## config.mk

```make
export PLATFORM = sky130hd
export DESIGN_NAME = sfp_flash_seq
export DESIGN_NICKNAME = d
export VERILOG_FILES = /design/src/hw/sfp_pkg.sv /design/src/hw/sfp_flash_seq.sv
export SDC_FILE = /design/constraint.sdc
export NUM_CORES = 1
export LEC_CHECK = 0
export BUFFER_PORTS_ARGS = -buffer_cell sky130_fd_sc_hd__buf_4
export CORE_MARGIN = 2
export CORE_UTILIZATION = 50
export CTS_BUF_LIST = sky130_fd_sc_hd__clkbuf_16
export DETAILED_ROUTE_END_ITERATION = 16
export PLACE_DENSITY = 0.72
export SLEW_MARGIN = 10
export SYNTH_ARGS = -nofsm -noshare
export SYNTH_HDL_FRONTEND = slang
export SYNTH_SLANG_ARGS = --single-unit
export TNS_END_PERCENT = 5
```

## constraint.sdc

```tcl
create_clock -name SYS_CLK -period 2.7 [get_ports SYS_CLK]
set_input_delay 0.405 -clock SYS_CLK [delete_from_list [all_inputs] [get_ports SYS_CLK]]
set_output_delay 0.405 -clock SYS_CLK [all_outputs]
set_load 0.005 [all_outputs]
```

## src/hw/sfp_pkg.sv

```systemverilog
package sfp_pkg;
  // ---------------------------------------------------------------
  // command codes
  // ---------------------------------------------------------------
  localparam logic [7:0] OPC_WRITE_ENABLE_CMD = 8'h06;
  localparam logic [7:0] OPC_CHIP_WIPE = 8'hC7;
  localparam logic [7:0] OPC_PAGE_WRITE = 8'h02;
  localparam logic [7:0] OPC_QUAD_LANE_PAGE_WRITE = 8'h38;
  localparam logic [7:0] OPC_FACTORY_ACCEL_ENABLE = 8'h41;
  localparam logic [7:0] OPC_FACTORY_STATUS_READ = 8'h44;
  localparam logic [7:0] OPC_DEEP_SLEEP_CMD = 8'hB9;
  localparam logic [7:0] OPC_OTP_AREA_ENTER = 8'hB1;
  localparam logic [7:0] OPC_OTP_AREA_EXIT = 8'hC1;
  localparam logic [7:0] OPC_SUSPEND = 8'hB0;
  localparam logic [7:0] OPC_SOFT_RESET = 8'h99;
  // ---------------------------------------------------------------
  // frame layout and register values
  // ---------------------------------------------------------------
  localparam logic [2:0] BYTES_CMD = 3'h1;
  localparam logic [2:0] BYTES_ADDR_END = 3'h4;
  localparam logic [3:0] BITS_SERIAL = 4'h1;
  localparam logic [3:0] BITS_QUAD = 4'h4;
  localparam logic [7:0] FACTORY_ON = 8'hFF;
  localparam logic [7:0] FACTORY_OFF = 8'h00;
  localparam logic [3:0] OE_SERIAL = 4'h2;
  localparam logic [3:0] OE_QUAD = 4'hF;
  localparam logic [1:0] OPK_NONE = 2'h0;
  localparam logic [1:0] OPK_CHIP_WIPE = 2'h1;
  localparam logic [1:0] OPK_PAGE_WRITE = 2'h2;
  // ---------------------------------------------------------------
  // timing, times in their own unit, counts derived
  // ---------------------------------------------------------------
  localparam int SYS_PERIOD_NS = 10;
  localparam int SLEEP_ENTRY_DELAY_NS = 10000;
  localparam int WAKE_PULSE_WIDTH_NS = 30;
  localparam int WAKE_RECOVERY_DELAY_NS = 30000;
  localparam int ARRAY_ERASE_TIME_US = 50000;
  localparam int PAGE_WRITE_TIME_US = 500;
  localparam int SLEEP_ENTRY_CYC = (SLEEP_ENTRY_DELAY_NS + SYS_PERIOD_NS - 1) / SYS_PERIOD_NS;
  localparam int WAKE_PULSE_CYC = (WAKE_PULSE_WIDTH_NS + SYS_PERIOD_NS - 1) / SYS_PERIOD_NS;
  localparam int WAKE_RECOVERY_CYC = (WAKE_RECOVERY_DELAY_NS + SYS_PERIOD_NS - 1) / SYS_PERIOD_NS;
  localparam int ARRAY_ERASE_CYC = ARRAY_ERASE_TIME_US * 1000 / SYS_PERIOD_NS;
  localparam int PAGE_WRITE_CYC = PAGE_WRITE_TIME_US * 1000 / SYS_PERIOD_NS;

  typedef enum logic [2:0] {ST_IDLE, ST_BUSY, ST_SLEEP_WAIT, ST_SLEEP, ST_WAKE} sfp_state_type;

  // operation handed to the array engine
  typedef struct packed {
    logic [1:0] kind;
    logic [23:0] addr;
    logic otp;
    logic skip_locked;
    logic fast;
  } sfp_op_type;
endpackage : sfp_pkg

```

## src/hw/sfp_flash_seq.sv

```systemverilog
`timescale 1ns/1ns
// Summary of operation
// - chip wipe sets the array to ones, bar blocks skipped in sector scheme; write enable latch needed first
// - write-type commands ending mid-byte are dropped without effect
// - command byte is 8 clocks on one lane or 2 clocks on four
// - self-timed cycle starts at select release; busy flag, then busy and latch clear
// - block-lock scheme: chip wipe runs only when all block protect bits are zero
// - sector scheme: chip wipe skips protected blocks, edge blocks skipped whole
// - page write turns bits to zero with 1 to 256 bytes after write enable
// - more than 256 bytes: only the final 256 are kept
// - low address byte is start offset, bytes wrap within the page
// - page writes to protected blocks are not executed in either scheme
// - quad page write takes address and data on four lanes, needs quad enable
// - no suspend accepted while factory mode is active
// - factory mode clears on reset, op completion and soft reset
// - factory status read is honoured only when idle
// - deep sleep entered after entry delay; all commands ignored there
// - select low for wake width, then recovery delay, returns to standby
// - in OTP mode page write targets the OTP area; locked area allows reads only
// - OTP exit command restores main array access
// - fail flags set on failure or protection, cleared on next success
// - locked OTP area refuses further programming
module sfp_flash_seq
  import sfp_pkg::*;
#(
  parameter int CHIP_WIPE_CYC = ARRAY_ERASE_CYC,
  parameter int PAGE_WRITE_DUR_CYC = PAGE_WRITE_CYC
) (
  input wire logic SYS_CLK,
  input wire logic ARST_N,
  input wire logic CS_N,
  input wire logic SCLK,
  input wire logic [3:0] DATA_LANES_IN,
  output logic [3:0] DATA_LANES_OUT,
  output logic [3:0] DATA_LANES_OE,
  input wire logic FOUR_LANE_COMMAND_FORMAT,
  input wire logic QUAD_LANE_ENABLE,
  input wire logic PROTECTION_SCHEME_SELECT,
  input wire logic [3:0] BLOCK_PROTECT_BITS,
  input wire logic PAGE_BLOCK_LOCKED,
  input wire logic PAGE_SECTOR_LOCKED,
  input wire logic OTP_LOCKDOWN,
  output logic WRITE_IN_PROGRESS,
  output logic WRITE_ENABLE_LATCH,
  output logic ERASE_FAIL,
  output logic PROGRAM_FAIL,
  output logic [7:0] FACTORY_MODE_STATE,
  output logic DEEP_SLEEP,
  output logic OTP_MODE,
  output logic PAGE_WR_EN,
  output logic [7:0] PAGE_WR_IDX,
  output logic [7:0] PAGE_WR_DATA,
  output sfp_op_type ARRAY_OP,
  output logic ARRAY_OP_START,
  output logic SUSPEND_REQ
);
  // ---------------------------------------------------------------
  // pin synchronisers and edge detection
  // ---------------------------------------------------------------
  logic cs_s1_q, cs_s2_q, cs_d1_q, sck_s1_q, sck_s2_q, sck_d1_q;
  logic [3:0] din_s1_q, din_s2_q;

  // two stages before any logic looks at a pin
  always_ff @(posedge SYS_CLK or negedge ARST_N) begin
    if (!ARST_N) begin
      {cs_s1_q, cs_s2_q, cs_d1_q} <= 3'h7;
      {sck_s1_q, sck_s2_q, sck_d1_q} <= 3'h0;
      din_s1_q <= 4'h0;
      din_s2_q <= 4'h0;
    end else begin
      {cs_s1_q, cs_s2_q, cs_d1_q} <= {CS_N, cs_s1_q, cs_s2_q};
      {sck_s1_q, sck_s2_q, sck_d1_q} <= {SCLK, sck_s1_q, sck_s2_q};
      din_s1_q <= DATA_LANES_IN;
      din_s2_q <= din_s1_q;
    end
  end

  wire cs_rise = cs_s2_q & ~cs_d1_q;
  wire sck_rise = sck_s2_q & ~sck_d1_q & ~cs_s2_q;
  wire sck_fall = ~sck_s2_q & sck_d1_q & ~cs_s2_q;

  // ---------------------------------------------------------------
  // frame capture
  // ---------------------------------------------------------------
  sfp_state_type state_q;
  logic [2:0] bit_cnt_q, byte_cnt_q;
  logic [7:0] shift_q, opcode_q, data_cnt_q;
  // separate from the count, which wraps to zero after a full page
  logic got_data_q;
  logic [23:0] addr_q;
  logic wel_q, wip_q, efail_q, pfail_q, otp_q, sleep_q, rd_act_q;
  logic [7:0] fm_q, out_q;
  logic [31:0] tmr_q, low_cnt_q;

  // sleep ignores link clock and data, only select is watched for wake; quad lanes for whole command in four-lane format
  wire listen = (state_q != ST_SLEEP) & (state_q != ST_SLEEP_WAIT) & (state_q != ST_WAKE);
  wire quad_now = FOUR_LANE_COMMAND_FORMAT | ((opcode_q == OPC_QUAD_LANE_PAGE_WRITE) & (byte_cnt_q != 3'h0));
  wire [3:0] bit_sum = {1'b0, bit_cnt_q} + (quad_now ? BITS_QUAD : BITS_SERIAL);
  wire [7:0] shifted = quad_now ? {shift_q[3:0], din_s2_q} : {shift_q[6:0], din_s2_q[0]};
  wire step = listen & sck_rise;
  wire byte_done = step & bit_sum[3];
  wire in_data = byte_cnt_q >= BYTES_ADDR_END;
  wire is_pp = (opcode_q == OPC_PAGE_WRITE) | (opcode_q == OPC_QUAD_LANE_PAGE_WRITE);

  always_ff @(posedge SYS_CLK or negedge ARST_N) begin
    if (!ARST_N) begin
      bit_cnt_q <= 3'h0;
      byte_cnt_q <= 3'h0;
      shift_q <= 8'h00;
      opcode_q <= 8'h00;
      addr_q <= 24'h000000;
      data_cnt_q <= 8'h00;
      got_data_q <= 1'b0;
    end else if (cs_s2_q) begin
      bit_cnt_q <= 3'h0;
      byte_cnt_q <= 3'h0;
      data_cnt_q <= 8'h00;
      got_data_q <= 1'b0;
    end else if (step) begin
      bit_cnt_q <= bit_sum[2:0];
      shift_q <= shifted;
      if (byte_done) begin
        if (byte_cnt_q == 3'h0) opcode_q <= shifted;
        else if (!in_data) addr_q <= {addr_q[15:0], shifted};
        else begin
          data_cnt_q <= data_cnt_q + 8'h01;
          got_data_q <= 1'b1;
        end
        if (!in_data) byte_cnt_q <= byte_cnt_q + 3'h1;
      end
    end
  end

  // page buffer strobe: index wraps in the page, later bytes overwrite earlier ones
  logic pwe_q;
  logic [7:0] pidx_q, pdat_q;
  always_ff @(posedge SYS_CLK or negedge ARST_N) begin
    if (!ARST_N) begin
      pwe_q <= 1'b0;
      pidx_q <= 8'h00;
      pdat_q <= 8'h00;
    end else begin
      pwe_q <= byte_done & in_data & is_pp & (state_q == ST_IDLE);
      pidx_q <= addr_q[7:0] + data_cnt_q;
      pdat_q <= shifted;
    end
  end

  // ---------------------------------------------------------------
  // command decode at select release; status read at end of its opcode byte
  // ---------------------------------------------------------------
  wire boundary = bit_cnt_q == 3'h0;
  wire exec = cs_rise & boundary & (state_q == ST_IDLE);
  wire only_cmd = byte_cnt_q == BYTES_CMD;
  wire ce_req = exec & only_cmd & (opcode_q == OPC_CHIP_WIPE) & wel_q & ~otp_q;
  wire ce_block = ~PROTECTION_SCHEME_SELECT & (BLOCK_PROTECT_BITS != 4'h0);
  wire pp_cmd = (opcode_q == OPC_PAGE_WRITE) | ((opcode_q == OPC_QUAD_LANE_PAGE_WRITE) & QUAD_LANE_ENABLE);
  wire pp_req = exec & pp_cmd & in_data & got_data_q & wel_q;
  wire pp_block = otp_q ? OTP_LOCKDOWN : (PROTECTION_SCHEME_SELECT ? PAGE_SECTOR_LOCKED : PAGE_BLOCK_LOCKED);
  wire ce_go = ce_req & ~ce_block;
  wire pp_go = pp_req & ~pp_block;
  wire dp_go = exec & only_cmd & (opcode_q == OPC_DEEP_SLEEP_CMD);
  wire plain = exec & only_cmd;
  wire susp_ok = cs_rise & boundary & only_cmd & (opcode_q == OPC_SUSPEND) & (state_q == ST_BUSY)
    & (fm_q == FACTORY_OFF);
  wire op_done = (state_q == ST_BUSY) & (tmr_q == 32'h0);
  wire rd_go = byte_done & (byte_cnt_q == 3'h0) & (shifted == OPC_FACTORY_STATUS_READ) & (state_q == ST_IDLE);

  // ---------------------------------------------------------------
  // sequencer: busy, sleep entry, sleep, wake
  // ---------------------------------------------------------------
  sfp_op_type op_q;
  logic start_q, susp_q;

  always_ff @(posedge SYS_CLK or negedge ARST_N) begin
    if (!ARST_N) begin
      state_q <= ST_IDLE;
      tmr_q <= 32'h0;
      op_q <= '0;
      start_q <= 1'b0;
      susp_q <= 1'b0;
    end else begin
      start_q <= ce_go | pp_go;
      susp_q <= susp_ok;
      if (tmr_q != 32'h0) tmr_q <= tmr_q - 32'h1;
      case (state_q)
        ST_IDLE: begin
          if (ce_go | pp_go) begin
            state_q <= ST_BUSY;
            op_q.kind <= ce_go ? OPK_CHIP_WIPE : OPK_PAGE_WRITE;
            op_q.addr <= addr_q;
            op_q.otp <= otp_q;
            op_q.skip_locked <= ce_go & PROTECTION_SCHEME_SELECT;
            op_q.fast <= fm_q == FACTORY_ON;
            // factory mode shortens the cycle
            if (ce_go) tmr_q <= (fm_q == FACTORY_ON) ? 32'(CHIP_WIPE_CYC / 2) : 32'(CHIP_WIPE_CYC);
            else tmr_q <= (fm_q == FACTORY_ON) ? 32'(PAGE_WRITE_DUR_CYC / 2) : 32'(PAGE_WRITE_DUR_CYC);
          end else if (dp_go) begin
            state_q <= ST_SLEEP_WAIT;
            tmr_q <= 32'(SLEEP_ENTRY_CYC);
          end
        end
        ST_BUSY: if (op_done) state_q <= ST_IDLE;
        ST_SLEEP_WAIT: if (tmr_q == 32'h0) state_q <= ST_SLEEP;
        ST_SLEEP: begin
          // a short glitch on select does not wake the part
          if (cs_rise & (low_cnt_q >= 32'(WAKE_PULSE_CYC))) begin
            state_q <= ST_WAKE;
            tmr_q <= 32'(WAKE_RECOVERY_CYC);
          end
        end
        ST_WAKE: if (tmr_q == 32'h0) state_q <= ST_IDLE;
        default: state_q <= ST_IDLE;
      endcase
    end
  end

  // select low time, measured for the wake pulse
  always_ff @(posedge SYS_CLK or negedge ARST_N) begin
    if (!ARST_N) low_cnt_q <= 32'h0;
    else if (cs_s2_q) low_cnt_q <= 32'h0;
    else if (low_cnt_q != 32'hFFFFFFFF) low_cnt_q <= low_cnt_q + 32'h1;
  end

  // ---------------------------------------------------------------
  // status flags and modes
  // ---------------------------------------------------------------
  always_ff @(posedge SYS_CLK or negedge ARST_N) begin
    if (!ARST_N) begin
      wel_q <= 1'b0;
      wip_q <= 1'b0;
      efail_q <= 1'b0;
      pfail_q <= 1'b0;
      fm_q <= FACTORY_OFF;
      otp_q <= 1'b0;
      sleep_q <= 1'b0;
    end else begin
      wip_q <= (ce_go | pp_go) | (wip_q & ~op_done);
      sleep_q <= (state_q == ST_SLEEP_WAIT) & (tmr_q == 32'h0) | (sleep_q & ~(state_q == ST_WAKE & tmr_q == 32'h0));
      if (op_done | (plain & (opcode_q == OPC_SOFT_RESET))) wel_q <= 1'b0;
      else if (plain & (opcode_q == OPC_WRITE_ENABLE_CMD)) wel_q <= 1'b1;
      if (ce_req & ce_block) efail_q <= 1'b1;
      else if (op_done & (op_q.kind == OPK_CHIP_WIPE)) efail_q <= 1'b0;
      if (pp_req & pp_block) pfail_q <= 1'b1;
      else if (op_done & (op_q.kind == OPK_PAGE_WRITE)) pfail_q <= 1'b0;
      if (op_done | (plain & (opcode_q == OPC_SOFT_RESET))) fm_q <= FACTORY_OFF;
      else if (plain & (opcode_q == OPC_FACTORY_ACCEL_ENABLE) & wel_q) fm_q <= FACTORY_ON;
      if (plain & ((opcode_q == OPC_OTP_AREA_EXIT) | (opcode_q == OPC_SOFT_RESET))) otp_q <= 1'b0;
      else if (plain & (opcode_q == OPC_OTP_AREA_ENTER)) otp_q <= 1'b1;
    end
  end

  // ---------------------------------------------------------------
  // factory status readback, driven on falling link clock
  // ---------------------------------------------------------------
  logic [3:0] lout_q, loe_q;
  always_ff @(posedge SYS_CLK or negedge ARST_N) begin
    if (!ARST_N) begin
      rd_act_q <= 1'b0;
      out_q <= 8'h00;
      lout_q <= 4'h0;
      loe_q <= 4'h0;
    end else if (cs_s2_q) begin
      rd_act_q <= 1'b0;
      loe_q <= 4'h0;
    end else if (rd_go) begin
      rd_act_q <= 1'b1;
      out_q <= fm_q;
    end else if (rd_act_q & sck_fall) begin
      // rotate so the byte repeats while select stays low
      lout_q <= FOUR_LANE_COMMAND_FORMAT ? out_q[7:4] : {2'b00, out_q[7], 1'b0};
      loe_q <= FOUR_LANE_COMMAND_FORMAT ? OE_QUAD : OE_SERIAL;
      out_q <= FOUR_LANE_COMMAND_FORMAT ? {out_q[3:0], out_q[7:4]} : {out_q[6:0], out_q[7]};
    end
  end

  assign DATA_LANES_OUT = lout_q;
  assign DATA_LANES_OE = loe_q;
  assign WRITE_IN_PROGRESS = wip_q;
  assign WRITE_ENABLE_LATCH = wel_q;
  assign ERASE_FAIL = efail_q;
  assign PROGRAM_FAIL = pfail_q;
  assign FACTORY_MODE_STATE = fm_q;
  assign DEEP_SLEEP = sleep_q;
  assign OTP_MODE = otp_q;
  assign PAGE_WR_EN = pwe_q;
  assign PAGE_WR_IDX = pidx_q;
  assign PAGE_WR_DATA = pdat_q;
  assign ARRAY_OP = op_q;
  assign ARRAY_OP_START = start_q;
  assign SUSPEND_REQ = susp_q;
endmodule : sfp_flash_seq

```

---- Word level (Yosys, flattened, before mapping) ----
Index checks and enable logic that the tools add are counted.
word-level totals
  flip-flop bits (word level) ............. 214
  input bits .............................. 18
cells by class
  $lt $le $gt $ge ......................... 2
  muxes and demuxes ....................... 58
  reductions and logical operators ........ 30
  add/subtract/negate cells ............... 6
  equality and inequality tests ........... 31
  bitwise gates (word level) .............. 74
operators with widths
  cell                                                                count
  2-to-1 mux 32 bit                                                   6
  2-to-1 mux 8 bit                                                    11
  case mux 32 bit (2 select lines)                                    1
  == test 8 bit, second input constant                                7
  bitwise AND 1 bit                                                   53
  2-to-1 mux 23 bit                                                   2
  2-to-1 mux 3 bit                                                    13
  adder 32 x 1 -> 32 bit, second input constant                       1
  greater-or-equal comparator 32 x 2 -> 1 bit, second input constant  1
  zero test 32 bit                                                    1
  != test 32 bit, second input constant                               1
  nonzero test 32 bit                                                 1
  subtractor 32 x 1 -> 32 bit, second input constant                  1
  nonzero test 2 bit                                                  12
  2-to-1 mux 4 bit                                                    5
  2-to-1 mux 1 bit                                                    17
  == test 8 x 7 -> 1 bit, second input constant                       2
  2-to-1 mux 16 bit                                                   1
  case mux 3 bit (5 select lines)                                     1
  != test 2 bit, second input constant                                7
  inverter 1 bit                                                      13
  AND reduction 5 bit                                                 2
  zero test 3 bit                                                     3
  != test 3 x 2 -> 1 bit, second input constant                       3
  other kinds (22)                                                    36

---- Longest topological paths before layout ----
  word-level depth ........................ 12
  depth in mapped cells ................... 14

---- Least setup slack after synthesis ----
No wires, ideal clock.
  path type ............................... reg-to-reg
  start point ............................. register opcode_q[2]
  end point ............................... register out_q[6]
  stages on the path, launching flop included .. 13
  path buffers ............................ 3
  setup slack ............................. -0.284 ns
  data arrival time ....................... 2.916 ns
  path through ............................ dfrtp_1 > buf_2 > nor4b_1 > a41oi_1 > buf_4 > inv_1 > ha_1 > a31oi_1 > nor4_1 > o2111ai_1 > or2_2 > buf_2 > nand2_1
on the way
  cells in the longest elaborated chain, start to end .. 11
  elaborated cells between the ends (all ways) .. 14
ends and longest elaborated chain
  what                                  RTL line              source
  start: declaration                    sfp_flash_seq.sv:87   logic [7:0] shift_q, opcode_q, data_cnt_q;
  start signal: assignment              sfp_flash_seq.sv:123  if (byte_cnt_q == 3'h0) opcode_q <= shifted;
  == test 8 x 6 -> 1 bit (*)            sfp_flash_seq.sv:97   wire quad_now = FOUR_LANE_COMMAND_FORMAT | ((opcode_q == OPC_QUAD_LANE_PAGE_WRITE) & (byte_cnt_q != 3'h0));
  bitwise AND 1 bit (*)                 sfp_flash_seq.sv:97
  OR 1 bit (*)                          sfp_flash_seq.sv:97
  2-to-1 mux 3 bit                      sfp_flash_seq.sv:98   wire [3:0] bit_sum = {1'b0, bit_cnt_q} + (quad_now ? BITS_QUAD : BITS_SERIAL);
  adder 3 x 3 -> 4 bit                  sfp_flash_seq.sv:98
  bitwise AND 1 bit                     sfp_flash_seq.sv:101  wire byte_done = step & bit_sum[3];
  bitwise AND 1 bit                     sfp_flash_seq.sv:167  wire rd_go = byte_done & (byte_cnt_q == 3'h0) & (shifted == OPC_FACTORY_STATUS_READ) & (state_q == ST_IDLE);
  bitwise AND 1 bit (*) (2 in series)   sfp_flash_seq.sv:167
  nonzero test 2 bit (no source line)   --
  AND reduction 2 bit (no source line)  --
  end signal: assignment                sfp_flash_seq.sv:268  out_q <= fm_q;
  end signal: assignment                sfp_flash_seq.sv:273  out_q <= FOUR_LANE_COMMAND_FORMAT ? {out_q[3:0], out_q[7:4]} : {out_q[6:0], out_q[7]};
  end: declaration                      sfp_flash_seq.sv:92   logic [7:0] fm_q, out_q;
Mark *: on every way between the ends. The rest lies on a longest branch, timed or not.
A chain may end at the register's enable or synchronous reset.

---- Worst setup path in the final report ----
  start point ............................. register byte_cnt_q[1]
  end point ............................... register tmr_q[14]
on the way
  cells in the longest elaborated chain, start to end .. 9
  elaborated cells between the ends (all ways) .. 17
ends and longest elaborated chain
  what                                                                       RTL line              source
  start: declaration                                                         sfp_flash_seq.sv:86   logic [2:0] bit_cnt_q, byte_cnt_q;
  start signal: assignment                                                   sfp_flash_seq.sv:129  if (!in_data) byte_cnt_q <= byte_cnt_q + 3'h1;
  branches (longest 7 deep; another with greater-or-equal comparator 3 bit)  --
  2-to-1 mux 32 bit (*)                                                      sfp_flash_seq.sv:188  if (ce_go | pp_go) begin
  case mux 32 bit (2 select lines) (*)                                       sfp_flash_seq.sv:186  case (state_q)
  end signal: assignment                                                     sfp_flash_seq.sv:185  if (tmr_q != 32'h0) tmr_q <= tmr_q - 32'h1;
  end signal: assignment                                                     sfp_flash_seq.sv:196  if (ce_go) tmr_q <= (fm_q == FACTORY_ON) ? 32'(CHIP_WIPE_CYC / 2) : 32'(CHIP_WIPE_CYC);
  end signal: assignment                                                     sfp_flash_seq.sv:197  else tmr_q <= (fm_q == FACTORY_ON) ? 32'(PAGE_WRITE_DUR_CYC / 2) : 32'(PAGE_WRITE_DUR_CYC);
  end: declaration                                                           sfp_flash_seq.sv:93   logic [31:0] tmr_q, low_cnt_q;
Mark *: on every way between the ends.

==> flow_summary.ini <==
[final_layout]
finalNetCount = 1121
multi_input_area_mm2 = 0.00428
area_delta_synth_final_pct = 21.9
drive_gt1_frac = 0.204
fillers = 1579
n_antenna_cell = 0
register_area_mm2 = 0.00513

[drt]
wl_per_cell_um = 15.9
drt-pass1-iter-count = 5
drc_errors = 0
routed_wl_um = 21600
num_vias = 7457
drt-vias-per-instance = 5.48
ant_nets = 0
drt_iter0_drc = 568

[global_routing]
track_usage = 0.218
grt_pass1_vias = 7347
antenna_found_initial = 0
grt_pass1_wl_um = 36500
grt_max_degree = 58
grt_overflow = 0

[sta]
period_share = 0.966
rsz0062_at_grt = yes
fin_ws_ns = 0.0915
fin_setup_tns_ns = 0
hold_viol = 0
setup_viol = 0
drv_slew = 0
maxSlewHeadroom = 0.573
tightest_slew_ns = 0.635
fin_crit_ns = 2.61
skew_ns = 0.00757
max_freq_ghz = 0.383

[critical_path]
cp.required_ns = 3.06
critPathArrivalTime_ns = 2.97
crit_type = register to register
crit_start = byte_cnt_q[1]
startpoint_type = register
path_max_fanout = 25
r2r_start = byte_cnt_q[1]
crit_end = tmr_q[14]
r2r-end = tmr_q[14]
reg2reg_setup_slack_ns = 0.09
cp-end-kind = register
r2r.worst_path.cells = 9

[logic_synthesis]
ys_types = 70
synth_edf_count = 0
async_flop_share = 1.00
muxShareOfSynthArea = 0.0422
syn-instance-count = 967
synth_xor_area_frac = 0.0590
synthTopCellsByCount = 202 x dfrtp_1, 149 x nand2_1, 94 x nor2_1, 45 x xnor2_1, 42 x o21ai_0
syn_area_mm2 = 0.00965
synthSimpleGateAreaFrac = 0.222
synth_flop_cell = dfrtp_1
synth_compound_area_frac = 0.0844
yosysWarningCount = 0
avgSynthCellArea_um2 = 9.98
synthTopCellsByArea = dfrtp_1 52%, nand2_1 5.8%, xnor2_1 4.1%
synth_top_family_by_area = simple AND/OR/NAND/NOR gates
syn_nets = 1003
yosysMostFrequentCell = dfrtp_1
yosysSeqAreaShare = 0.532
synth_adder_area_share = 0.0241
yosysTopAreaCellShare = 0.524
synth_seq_cells = 205
synth_top_area_cell = dfrtp_1

[floorplan]
initial_utilization = 0.512
io_pins = 88
rows = 50
dieArea_mm2 = 0.0204
die_w_um = 143
die_y_um = 143
core-area_mm2 = 0.0188

[pwr]
total_leakage_power_nw = 5.46
vdd_ir_drop_max_v = 0.000486
p_per_area_mw_per_mm2 = 608
intPower_mw = 5.41
p_sw_mw = 1.73
switching_share = 0.242
p_comb_frac = 0.102
p_total_mw = 7.15
seqPwrFrac = 0.477
power_frac_clock = 0.421

[clock_tree]
cts.clk_slew.worst_paths_ns = 0.06
cts_tree = built
cts.path.max_buffers = 3
numCtsBuffers = 22
cts_htree_levels = 1
root_buffer = clkbuf_16
insertion_delay_ns = 0.50
cts.sinks = 205

[placement]
portBuffers = 87
gp_congestion = 0.847
dpl.hpwl_um = 14900
post-place-ws_ns = -0.0649

[outcome]
status = complete, no violations

[hold_path]
hp-start = CS_N
hold_class = input pin to register

[flow_run]
max_cap_violations = 0
layer usage:
| layer | share of wire | vias up | wire (µm) | global-route usage |
|---|---|---|---|---|
| met3 | 0.047 | 31 | 1010 | 0.0302 |
| met4 | 0.022 | 0 | 483 | 0.0589 |
| met1 | 0.47 | 3635 | 10200 | 0.320 |
| met5 | 0 | - | 0 | 0 |
| met2 | 0.46 | 189 | 9910 | 0.343 |
| li1 | - | 3602 | - | - |
through the flow:
step / std cells / hold WS, ns / area [µm²] / utilization
2_1_floorplan: 967 / 0.109 / 9710 / -
3_3_place_gp: 1314 / 0.333 / 10900 / 0.580
4_1_cts: 1356 / 0.000321 / 11700 / 0.620
6_report: 1361 / 0.0205 / 11800 / 0.624
5_1_grt: 1361 / 0.000735 / 11800 / 0.624
3_5_place_dp: 1314 / 0.341 / 10900 / 0.580
registers in the layout, indices dropped and copies added (netlist names), 24 cells and up:
name,flops
tmr_q,32
ARRAY_OP,29
addr_q,24
low_cnt_q,32
power groups by stage:
stage	clock network [mW]	registers [mW]	logic, mW
floorplan	0	3.44	0.388
global placement	0	3.45	0.698
detailed placement	0	3.46	0.714
CTS	3.08	3.41	0.718
global route	3.22	3.44	0.815
finish	3.01	3.41	0.727
timing repair:
action / in CTS / in global routing
gates resized for setup: 2 / 6
hold buffers: 2 / 4
setup endpoints to repair: 8 / 72
pin swaps: 0 / 2
buffers inserted: 0 / 1
endpoints found under the hold margin: 52 / 4
critical path, stage by stage, from the launching register on:
cell and delay, ns:
dfrtp_1 0.40, inv_1 0.09, ha_1 0.15, nor4bb_4 0.33
nand4b_1 0.22, or4b_4 0.60, nand2_1 0.15, a2bb2oi_2 0.20
buf_12 0.18, o211ai_1 0.13
kinds of logic (layout without fill, tap and decap cells):
kind of cell             after synthesis  count (layout)
AND/OR/NAND/NOR                      434             434
flip-flops                           205             205
multiplexers                          38              38
AO/OA/AOI/OAI                        129             129
buffers and inverters                 78             212
XOR/XNOR                              65              65
adder cells (fa/ha/maj)               18              18
worst min path at each step:
| stage | to | slack [ns] | cells after the start |
|---|---|---|---|
| 2_1_floorplan | ARRAY_OP[0] | 0.11 | 0 |
| 3_3_place_gp | din_s2_q[0] | 0.33 | 0 |
| 3_5_place_dp | sck_s2_q | 0.34 | 0 |
| 4_1_cts | din_s1_q[3] | 0.0003 | 1 |
| 5_1_grt | cs_s1_q | 0.0007 | 1 |
| 6_report | cs_s1_q | 0.02 | 1 |
area by class of cell:
cell class | count | area share
flip-flops and latches | 205 | 0.437
multi-input cells | 684 | 0.364
repair buffers | 145 | 0.101
clock buffers | 23 | 0.0489
well taps | 260 | 0.0277
clock inverters | 17 | 0.0131
inverters | 27 | 0.00862
cells in the final DEF (no fill, tap or decap), types with 4 or more instances in the layout:
master | synthesis | final
o211ai_1 | 15 | 15
or3_1 | 7 | 7
nor3_1 | 30 | 30
buf_12 | 0 | 6
nor2_1 | 94 | 93
o21a_1 | 4 | 4
buf_4 | 10 | 131
nor4_1 | 28 | 27
mux2i_1 | 17 | 17
xnor2_1 | 45 | 45
dfrtp_1 | 202 | 202
or4_1 | 6 | 5
clkbuf_16 | 0 | 23
nand2b_1 | 9 | 9
a31oi_1 | 5 | 4
nand4_1 | 19 | 19
nand3b_1 | 5 | 5
dlygate4sd3_1 | 0 | 6
nand3_1 | 28 | 28
o21ai_0 | 42 | 42
nand2_1 | 149 | 149
and3_1 | 9 | 9
a211oi_1 | 6 | 6
inv_1 | 27 | 34
nor2b_1 | 8 | 8
a21oi_1 | 31 | 31
or2_2 | 7 | 6
mux2_2 | 21 | 21
xor2_1 | 20 | 20
ha_1 | 17 | 16
(Power assumes the default switching activity.)
